--- src/cpt_unused_placeholder_never.sv ---
// Purpose: Empty source unit kept beside the trigger engine.
// Assumes: Nothing is declared here.
// Notes:   All logic of the block lives in the engine file.
`timescale 1ns/1ps
`default_nettype none
`default_nettype wire

--- src/cpt_pkg.sv ---
// Purpose: Shared constants and types of the channel pulse trigger engine.
// Assumes: Registers sit at word indices; byte address is four times the index.
// Notes:   Mode words are built from the single-bit flags below.
package cpt_pkg;

   // -------------------------------------------------------------------------
   // Register word indices
   // -------------------------------------------------------------------------
   localparam int          IDX_W            = 18;
   localparam int          ADDR_W           = IDX_W + 2;
   localparam logic [17:0] IDX_MODE         = 18'h09EA2;
   localparam logic [17:0] IDX_LEVEL_ZERO   = 18'h0A4D8;
   localparam logic [17:0] IDX_LEVEL_ONE    = 18'h0A53C;
   localparam logic [17:0] IDX_PULSE_LENGTH = 18'h0AC45;
   localparam logic [17:0] IDX_SOURCE_EN    = 18'h0B000;
   localparam logic [17:0] IDX_IRQ_STATUS   = 18'h0B001;
   localparam logic [17:0] IDX_IRQ_MASK     = 18'h0B002;

   // -------------------------------------------------------------------------
   // Mode word flags
   // -------------------------------------------------------------------------
   localparam logic [31:0] RISING_EDGE_FLAG    = 32'h0000_0001;
   localparam logic [31:0] FALLING_EDGE_FLAG   = 32'h0000_0002;
   localparam logic [31:0] SLOPE_UP_FLAG       = 32'h0000_0800;
   localparam logic [31:0] SLOPE_DOWN_FLAG     = 32'h0000_1000;
   localparam logic [31:0] HYSTERESIS_ARM_FLAG = 32'h0100_0000;
   localparam logic [31:0] SHORTER_THAN_FLAG   = 32'h0200_0000;
   localparam logic [31:0] LONGER_THAN_FLAG    = 32'h0400_0000;

   // -------------------------------------------------------------------------
   // Field layout, reset values and limits
   // -------------------------------------------------------------------------
   localparam int          SAMPLE_W       = 8;
   localparam int          SRC_W          = 4;
   localparam int          STAT_TRIGGER   = 0;
   localparam int          STAT_CFG_ERROR = 1;
   localparam int          STAT_W         = 2;
   localparam logic [31:0] MODE_RESET     = 32'h0000_0000;
   localparam logic [7:0]  LEVEL_RESET    = 8'h00;
   localparam logic [7:0]  LEVEL_MOST_NEG = 8'h80;
   localparam logic [7:0]  LEVEL_MIN      = 8'h81;
   localparam logic [15:0] PULSE_RESET    = 16'h0002;
   localparam logic [3:0]  SOURCE_RESET   = 4'h1;

   // Decoded operating mode of the engine.
   typedef enum logic [3:0] {
      CPT_IDLE, CPT_REARM_POS, CPT_REARM_NEG, CPT_LONG_POS, CPT_LONG_NEG,
      CPT_SHORT_POS, CPT_SHORT_NEG, CPT_FLAT_POS, CPT_FLAT_NEG, CPT_STEEP_POS
   } cpt_mode_t;

endpackage : cpt_pkg

--- src/cpt_trigger.sv ---
// Purpose: Per-channel trigger engine with re-arm, pulsewidth and steepness modes.
// Assumes: Samples arrive from converter logic on the same clock, one per valid.
// Notes:   Registers are reached over APB; one interrupt output, W1C status.
`timescale 1ns/1ps
`default_nettype none

module cpt_trigger #(
   parameter int PW_W = 16
) (
   // Clock and reset.
   input  wire logic                        clock,
   input  wire logic                        rst,
   // APB slave.
   input  wire logic                        psel,
   input  wire logic                        penable,
   input  wire logic                        pwrite,
   input  wire logic [cpt_pkg::ADDR_W-1:0]  paddr,
   input  wire logic [31:0]                 pwdata,
   output var  logic [31:0]                 prdata,
   output var  logic                        pready,
   output var  logic                        pslverr,
   // Converter sample stream.
   input  wire logic                        sample_valid,
   input  wire logic [cpt_pkg::SAMPLE_W-1:0] sample_data,
   // Events.
   output var  logic                        trigger_event,
   output var  logic                        irq
);
   import cpt_pkg::*;

   // -------------------------------------------------------------------------
   // Elaboration checks
   // -------------------------------------------------------------------------
   if (PW_W < 2 || PW_W > 16) begin : g_bad_pw
      $error("PW_W must lie between 2 and 16.");
   end

   // -------------------------------------------------------------------------
   // State
   // -------------------------------------------------------------------------
   typedef struct packed {
      logic [31:0]         mode;
      logic [7:0]          lvl0;
      logic [7:0]          lvl1;
      logic [PW_W-1:0]     pw;
      logic [SRC_W-1:0]    srcen;
      logic [STAT_W-1:0]   mask;
      logic [STAT_W-1:0]   status;
      logic [7:0]          prev;
      logic                have_prev;
      logic                armed;
      logic                counting;
      logic [PW_W-1:0]     cnt;
      logic                trig;
      logic                irq;
      logic                pready;
      logic                pslverr;
      logic [31:0]         prdata;
   } cpt_state_t;

   cpt_state_t st_reg;
   cpt_state_t st_next;
   cpt_mode_t  mode_dec;
   logic [IDX_W-1:0] idx;
   logic       acc_done;
   logic       cfg_err;
   logic       step;
   logic       hit_lvl;
   logic signed [7:0] cur_s;
   logic signed [7:0] prev_s;
   logic signed [7:0] lo_s;
   logic signed [7:0] hi_s;
   logic       up_lo;
   logic       up_hi;
   logic       dn_lo;
   logic       dn_hi;
   logic       fire;
   logic       wr_mode;

   assign idx      = paddr[ADDR_W-1:2];
   assign acc_done = psel & penable & st_reg.pready;

   // Decodes the mode word; unsupported combinations leave the engine idle.
   always_comb begin
      unique case (st_reg.mode)
         RISING_EDGE_FLAG  | HYSTERESIS_ARM_FLAG: mode_dec = CPT_REARM_POS;
         FALLING_EDGE_FLAG | HYSTERESIS_ARM_FLAG: mode_dec = CPT_REARM_NEG;
         RISING_EDGE_FLAG  | LONGER_THAN_FLAG:    mode_dec = CPT_LONG_POS;
         FALLING_EDGE_FLAG | LONGER_THAN_FLAG:    mode_dec = CPT_LONG_NEG;
         RISING_EDGE_FLAG  | SHORTER_THAN_FLAG:   mode_dec = CPT_SHORT_POS;
         FALLING_EDGE_FLAG | SHORTER_THAN_FLAG:   mode_dec = CPT_SHORT_NEG;
         SLOPE_UP_FLAG     | LONGER_THAN_FLAG:    mode_dec = CPT_FLAT_POS;
         SLOPE_DOWN_FLAG   | LONGER_THAN_FLAG:    mode_dec = CPT_FLAT_NEG;
         SLOPE_UP_FLAG     | SHORTER_THAN_FLAG:   mode_dec = CPT_STEEP_POS;
         default:                                 mode_dec = CPT_IDLE;
      endcase
   end

   // Pulsewidth modes share one counter, so only one source may be enabled.
   always_comb begin
      cfg_err = 1'b0;
      if (mode_dec inside {CPT_LONG_POS, CPT_LONG_NEG, CPT_SHORT_POS, CPT_SHORT_NEG,
                           CPT_FLAT_POS, CPT_FLAT_NEG, CPT_STEEP_POS}) begin
         cfg_err = !$onehot0(st_reg.srcen);
      end
   end

   // Crossing detectors on consecutive samples against both levels.
   always_comb begin
      cur_s  = $signed(sample_data);
      prev_s = $signed(st_reg.prev);
      hi_s   = $signed(st_reg.lvl0);
      lo_s   = $signed(st_reg.lvl1);
      step   = sample_valid & st_reg.have_prev;
      up_lo  = step && (prev_s < lo_s) && (cur_s >= lo_s);
      up_hi  = step && (prev_s < hi_s) && (cur_s >= hi_s);
      dn_lo  = step && (prev_s >= lo_s) && (cur_s < lo_s);
      dn_hi  = step && (prev_s >= hi_s) && (cur_s < hi_s);
   end

   // -------------------------------------------------------------------------
   // Next-state logic
   // -------------------------------------------------------------------------
   // Fills the next state: bus slave, trigger engine and interrupt status.
   always_comb begin
      st_next = st_reg;
      fire    = 1'b0;
      hit_lvl = 1'b0;
      wr_mode = 1'b0;

      // APB: one wait state, answer registered with the read data.
      st_next.pready  = psel & penable & ~st_reg.pready;
      st_next.pslverr = 1'b0;
      if (psel & penable & ~st_reg.pready) begin
         st_next.prdata = 32'h0000_0000;
         unique case (idx)
            IDX_MODE:         st_next.prdata = st_reg.mode;
            IDX_LEVEL_ZERO:   st_next.prdata = {24'h00_0000, st_reg.lvl0};
            IDX_LEVEL_ONE:    st_next.prdata = {24'h00_0000, st_reg.lvl1};
            IDX_PULSE_LENGTH: st_next.prdata = {{(32-PW_W){1'b0}}, st_reg.pw};
            IDX_SOURCE_EN:    st_next.prdata = {28'h000_0000, st_reg.srcen};
            IDX_IRQ_STATUS:   st_next.prdata = {30'h0000_0000, st_reg.status};
            IDX_IRQ_MASK:     st_next.prdata = {30'h0000_0000, st_reg.mask};
            default:          st_next.pslverr = 1'b1;
         endcase
      end

      // Trigger engine, stepped once per valid sample.
      if (sample_valid) begin
         st_next.prev      = sample_data;
         st_next.have_prev = 1'b1;
      end
      if (step && !cfg_err) begin
         unique case (mode_dec)
            CPT_REARM_POS: begin
               if (st_reg.armed && up_hi) begin
                  fire           = 1'b1;
                  st_next.armed  = 1'b0;
               end else if (up_lo) begin
                  st_next.armed  = 1'b1;
               end
            end
            CPT_REARM_NEG: begin
               if (st_reg.armed && dn_lo) begin
                  fire           = 1'b1;
                  st_next.armed  = 1'b0;
               end else if (dn_hi) begin
                  st_next.armed  = 1'b1;
               end
            end
            CPT_LONG_POS, CPT_LONG_NEG, CPT_SHORT_POS, CPT_SHORT_NEG: begin
               if (!st_reg.counting) begin
                  if ((mode_dec inside {CPT_LONG_POS, CPT_SHORT_POS}) ? up_hi : dn_hi) begin
                     st_next.counting = 1'b1;
                     st_next.cnt      = {{(PW_W-1){1'b0}}, 1'b1};
                  end
               end else begin
                  hit_lvl = (mode_dec inside {CPT_LONG_POS, CPT_SHORT_POS}) ? dn_hi : up_hi;
                  if (hit_lvl) begin
                     st_next.counting = 1'b0;
                     fire = (mode_dec inside {CPT_SHORT_POS, CPT_SHORT_NEG});
                  end else if (st_reg.cnt + 1'b1 == st_reg.pw) begin
                     st_next.counting = 1'b0;
                     fire = (mode_dec inside {CPT_LONG_POS, CPT_LONG_NEG});
                  end else begin
                     st_next.cnt = st_reg.cnt + 1'b1;
                  end
               end
            end
            CPT_FLAT_POS, CPT_FLAT_NEG, CPT_STEEP_POS: begin
               if (!st_reg.counting) begin
                  if ((mode_dec == CPT_FLAT_NEG) ? dn_hi : up_lo) begin
                     st_next.counting = 1'b1;
                     st_next.cnt      = {{(PW_W-1){1'b0}}, 1'b1};
                  end
               end else begin
                  hit_lvl = (mode_dec == CPT_FLAT_NEG) ? dn_lo : up_hi;
                  if (hit_lvl) begin
                     st_next.counting = 1'b0;
                     fire = (mode_dec == CPT_STEEP_POS);
                  end else if (st_reg.cnt + 1'b1 == st_reg.pw) begin
                     st_next.counting = 1'b0;
                     fire = (mode_dec != CPT_STEEP_POS);
                  end else begin
                     st_next.cnt = st_reg.cnt + 1'b1;
                  end
               end
            end
            CPT_IDLE: begin
               st_next.counting = 1'b0;
               st_next.armed    = 1'b0;
            end
         endcase
      end
      if (cfg_err) begin
         st_next.counting = 1'b0;
         st_next.armed    = 1'b0;
      end

      // Register writes take effect at the completing access edge.
      if (acc_done && pwrite) begin
         unique case (idx)
            IDX_MODE: begin
               st_next.mode = pwdata;
               wr_mode      = 1'b1;
            end
            IDX_LEVEL_ZERO: begin
               st_next.lvl0 = (pwdata[7:0] == LEVEL_MOST_NEG) ? LEVEL_MIN : pwdata[7:0];
            end
            IDX_LEVEL_ONE: begin
               st_next.lvl1 = (pwdata[7:0] == LEVEL_MOST_NEG) ? LEVEL_MIN : pwdata[7:0];
            end
            IDX_PULSE_LENGTH: begin
               st_next.pw       = pwdata[PW_W-1:0];
               st_next.counting = 1'b0; // Restart, so the count never passes a shorter length.
            end
            IDX_SOURCE_EN:    st_next.srcen = pwdata[SRC_W-1:0];
            IDX_IRQ_STATUS:   st_next.status = st_reg.status & ~pwdata[STAT_W-1:0];
            IDX_IRQ_MASK:     st_next.mask  = pwdata[STAT_W-1:0];
            default: ;
         endcase
      end
      // A new mode starts from a disarmed, stopped engine.
      if (wr_mode) begin
         st_next.armed    = 1'b0;
         st_next.counting = 1'b0;
      end

      // Events set status after any clear, so a set in the clear cycle wins.
      st_next.trig = fire;
      if (fire) begin
         st_next.status[STAT_TRIGGER] = 1'b1;
      end
      if (cfg_err) begin
         st_next.status[STAT_CFG_ERROR] = 1'b1;
      end
      st_next.irq = |(st_next.status & st_next.mask);
   end

   // -------------------------------------------------------------------------
   // State register
   // -------------------------------------------------------------------------
   // Registers the whole state; reset loads constants only.
   always_ff @(posedge clock or posedge rst) begin
      if (rst) begin
         st_reg           <= '0;
         st_reg.mode      <= MODE_RESET;
         st_reg.lvl0      <= LEVEL_RESET;
         st_reg.lvl1      <= LEVEL_RESET;
         st_reg.pw        <= PULSE_RESET[PW_W-1:0];
         st_reg.srcen     <= SOURCE_RESET;
      end else begin
         st_reg <= st_next;
      end
   end

   // Outputs come straight from the state flip-flops.
   assign prdata        = st_reg.prdata;
   assign pready        = st_reg.pready;
   assign pslverr       = st_reg.pslverr;
   assign trigger_event = st_reg.trig;
   assign irq           = st_reg.irq;
endmodule : cpt_trigger

`default_nettype wire

--- config.mk ---
export PLATFORM = sky130hd
export DESIGN_NAME = cpt_trigger
export DESIGN_NICKNAME = d
export VERILOG_FILES = /design/src/cpt_unused_placeholder_never.sv /design/src/cpt_pkg.sv /design/src/cpt_trigger.sv
export SDC_FILE = /design/constraint.sdc
export NUM_CORES = 1
export LEC_CHECK = 0
export ABC_AREA = 1
export CORE_UTILIZATION = 59
export CTS_BUF_LIST = sky130_fd_sc_hd__clkbuf_2 sky130_fd_sc_hd__clkbuf_4 sky130_fd_sc_hd__clkbuf_8
export DETAILED_ROUTE_END_ITERATION = 16
export DONT_BUFFER_PORTS = 1
export HOLD_SLACK_MARGIN = 0.1
export PLACE_DENSITY_LB_ADDON = 0.3
export SLEW_MARGIN = 20
export SYNTH_ARGS = -nofsm -noshare
export SYNTH_HDL_FRONTEND = slang
export SYNTH_SLANG_ARGS = --single-unit
export TNS_END_PERCENT = 100
--- constraint.sdc ---
create_clock -name clock -period 4.1 [get_ports clock]
set_clock_uncertainty 0.15 [all_clocks]
set_input_delay 0.205 -clock clock [delete_from_list [all_inputs] [get_ports clock]]
set_output_delay 0.205 -clock clock [all_outputs]
set_load 0.005 [all_outputs]
==> out/qor.csv <==
stage,metric,value,unit
critical_path,crit_start,st_reg[36],
drt,routedWlPerCell,16.0,um
critical_path,rr_startpoint,st_reg[36],
status,status,"finished, final reports clean",
drt,drt-total-wl,22700,um
synth,ys_warn_count,0,
die,die_area,15200,um2
global_routing,antenna_found_initial,0,
synth,synth_area_leaders,"dfrtp_1, nand2_1, inv_1",
clocking,cts_inserted_buffers,17,
sta,maxClockFrequency,324,MHz
global_routing,grt_pass1_wl,37000,um
clocking,cts_tree,built,
placement,dpl.hpwl,16700,um
critical_path,arrival,3330,ps
placement,placed_cells_incl_taps,1336,
cells_and_area,nets,1324,
synth,synth_cell_type_count,47,
drt,drt.antenna.violating_nets,0,
cells_and_area,drive_above_1_share,0.0550,
sta,worstMarginPinSlew,969,ps
global_routing,grt_max_degree,110,
sta,finalMaxSlewViolations,0,
synth,synth_edf_count,0,
sta,rsz0062_at_grt,no,
clocking,ctsLongestPathBuffers,2,
synth,synth_cells,1213,
clocking,cts_repair_resize_count,0,
synth,synthFlopType,dfrtp_1,
synth,syn_nets,1313,
die,die_w,123,um
drt,viasPerCell,5.79,
die,rows,43,
drt,vias,8194,
global_routing,overflow,0,
worst_hold_path,hold_class,input pin to flip-flop,
clocking,cts_root_buf,clkbuf_8,
placement,io_buffers,0,
worst_hold_path,min_from,paddr[4],
clocking,clock_sinks,135,
sta,finalSetupViolations,0,
power_and_ir_drop,powerDensity,285,nW/um2
clocking,clk_pin_slew,80,ps
sta,slew_headroom,0.354,
synth,ys_ff_latch,135,
cells_and_area,diodes,0,
synth,seq_area_frac_synth,0.390,
sta,min_period,3090,ps
die,start_util,0.616,
synth,syn_area_per_cell,7.15,um2
cells_and_area,instances_no_fill,1416,
die,die_h,123,um
drt,firstDrtPassIters,6,
critical_path,end_kind,flip-flop,
run,cap_viol_max_count,0,
cells_and_area,area_delta_synth_final,9.10,%
power_and_ir_drop,irDropWorstVdd,0.000255,V
clocking,cts.htree.levels,4,
critical_path,crit_required,4350,ps
placement,gp_congestion,0.926,
die,ioPinCount,102,
sta,hold_viol,0,
power_and_ir_drop,p_leak,4.46,nW
sta,tns,0,ps
clocking,clock_insertion_delay_worst_skew,470,ps
cells_and_area,largest_reg_flops,75,
die,core-area,14100,um2
critical_path,critPathMaxFanout,31,
drt,drc_errors,0,
synth,synth_area,8680,um2
synth,yosys.area.top_type_share,0.384,
global_routing,grt_usage,0.320,
critical_path,crit_type,flip-flop to flip-flop,
synth,synth_top_area_cell,dfrtp_1,
critical_path,startpoint_type,flip-flop,
synth,synthArstFlopShare,1.00,
global_routing,first_global_vias,7719,
drt,drt_iter0_drc,733,
sta,fin_hold_ws,133,ps
sta,fin_crit_sh,0.753,
[synthesized netlist by cell type (10+ instances only)]
master,count
o21ai_1,14
dfrtp_1,133
ha_1,33
inv_1,142
o22ai_1,19
o21ai_0,92
nor2_1,84
nand2_1,376
nor3_1,21
nand3_1,75
clkbuf_1,24
a21oi_1,36
o31ai_1,10
o211ai_1,15
nor2_2,11
buf_4,34
nand4_1,26
[routing by layer]
metal,global-route usage,wire length (um)
met1,0.414,9750
met2,0.513,10500
met3,0.0853,1860
met4,0.117,641
met5,0,0
[cell families after synthesis]
kind of cell             after synthesis  share of synthesized area
adder cells (fa/ha/maj)               34                     0.0499
flip-flops                           135                      0.390
multiplexers                           1                    0.00115
AO/OA/AOI/OAI                        210                      0.139
AND/OR/NAND/NOR                      616                      0.302
buffers and inverters                208                      0.106
XOR/XNOR                               9                     0.0124
[what timing repair did]
item	in CTS	in global routing
hold buffers	49	0
endpoints found under the hold margin	209	0
setup buffers	0	0
[path summary, 6_finish.rpt]
kind | slack (ps) | cells past startpoint | end
min in group asynchronous | 310 | 2 | prdata[23]
worst min-delay path | 130 | 5 | st_reg[67]
worst max register to register | 1010 | 14 | st_reg[36]
worst min register to register | 340 | 2 | hi_s[4]
max in group asynchronous | 2550 | 3 | st_reg[36]
worst max-delay path | 1010 | 14 | st_reg[36]
[critical path, stage by stage, from the launching register on]
cell      delay, ps
dfrtp_1         480
ha_1            260
nand2_1         120
nor2_4          200
nand3_1         130
nand2_1         110
nand2_1          50
nand2_1         110
nand3_1         100
nor2_2          210
nand3_2         480
xor2_1          300
o221ai_1        170
nand3_1          90
nand2_1          70
[through the flow]
| stage | setup slack, ps | cell area (um2) | power, W | util |
|---|---|---|---|---|
| after floorplan | 137 | 8680 | 0.00150 | - |
| after global placement | 1080 | 8580 | 0.00154 | 0.609 |
| after detailed placement | 1030 | 8580 | 0.00155 | 0.609 |
| after CTS | 1000 | 9460 | 0.00270 | 0.671 |
| after global routing | 680 | 9470 | 0.00279 | 0.672 |
| final | 1010 | 9470 | 0.00270 | 0.672 |
[area by class of cell]
cell class | instances | area, um2
clock buffer | 18 | 248
clock inverter | 13 | 145
fill | 1186 | 4630
inverter | 146 | 553
multi-input combinational | 870 | 4390
sequential | 135 | 3380
tap | 180 | 225
timing repair buffer | 54 | 528
[where the power goes]
group          internal (W)  switching [W]
Combinational     0.0000795       0.000134
Clock              0.000560       0.000571
Sequential          0.00134      0.0000122
Total               0.00198       0.000717
[placed cells by master, fill, tap and decap left out, types with 12 or more instances in the layout]
cell type,netlist,routed
nand2_1,376,376
inv_1,142,140
o21ai_1,14,14
nor3_1,21,21
o22ai_1,19,19
dfrtp_1,133,133
clkbuf_8,0,18
o211ai_1,15,15
a21oi_1,36,36
nand3_1,75,75
nor2_2,11,12
o21ai_0,92,92
dlygate4sd3_1,0,49
nor2_1,84,82
ha_1,33,33
nand4_1,26,26
Power figures use the tool's default switching activity.
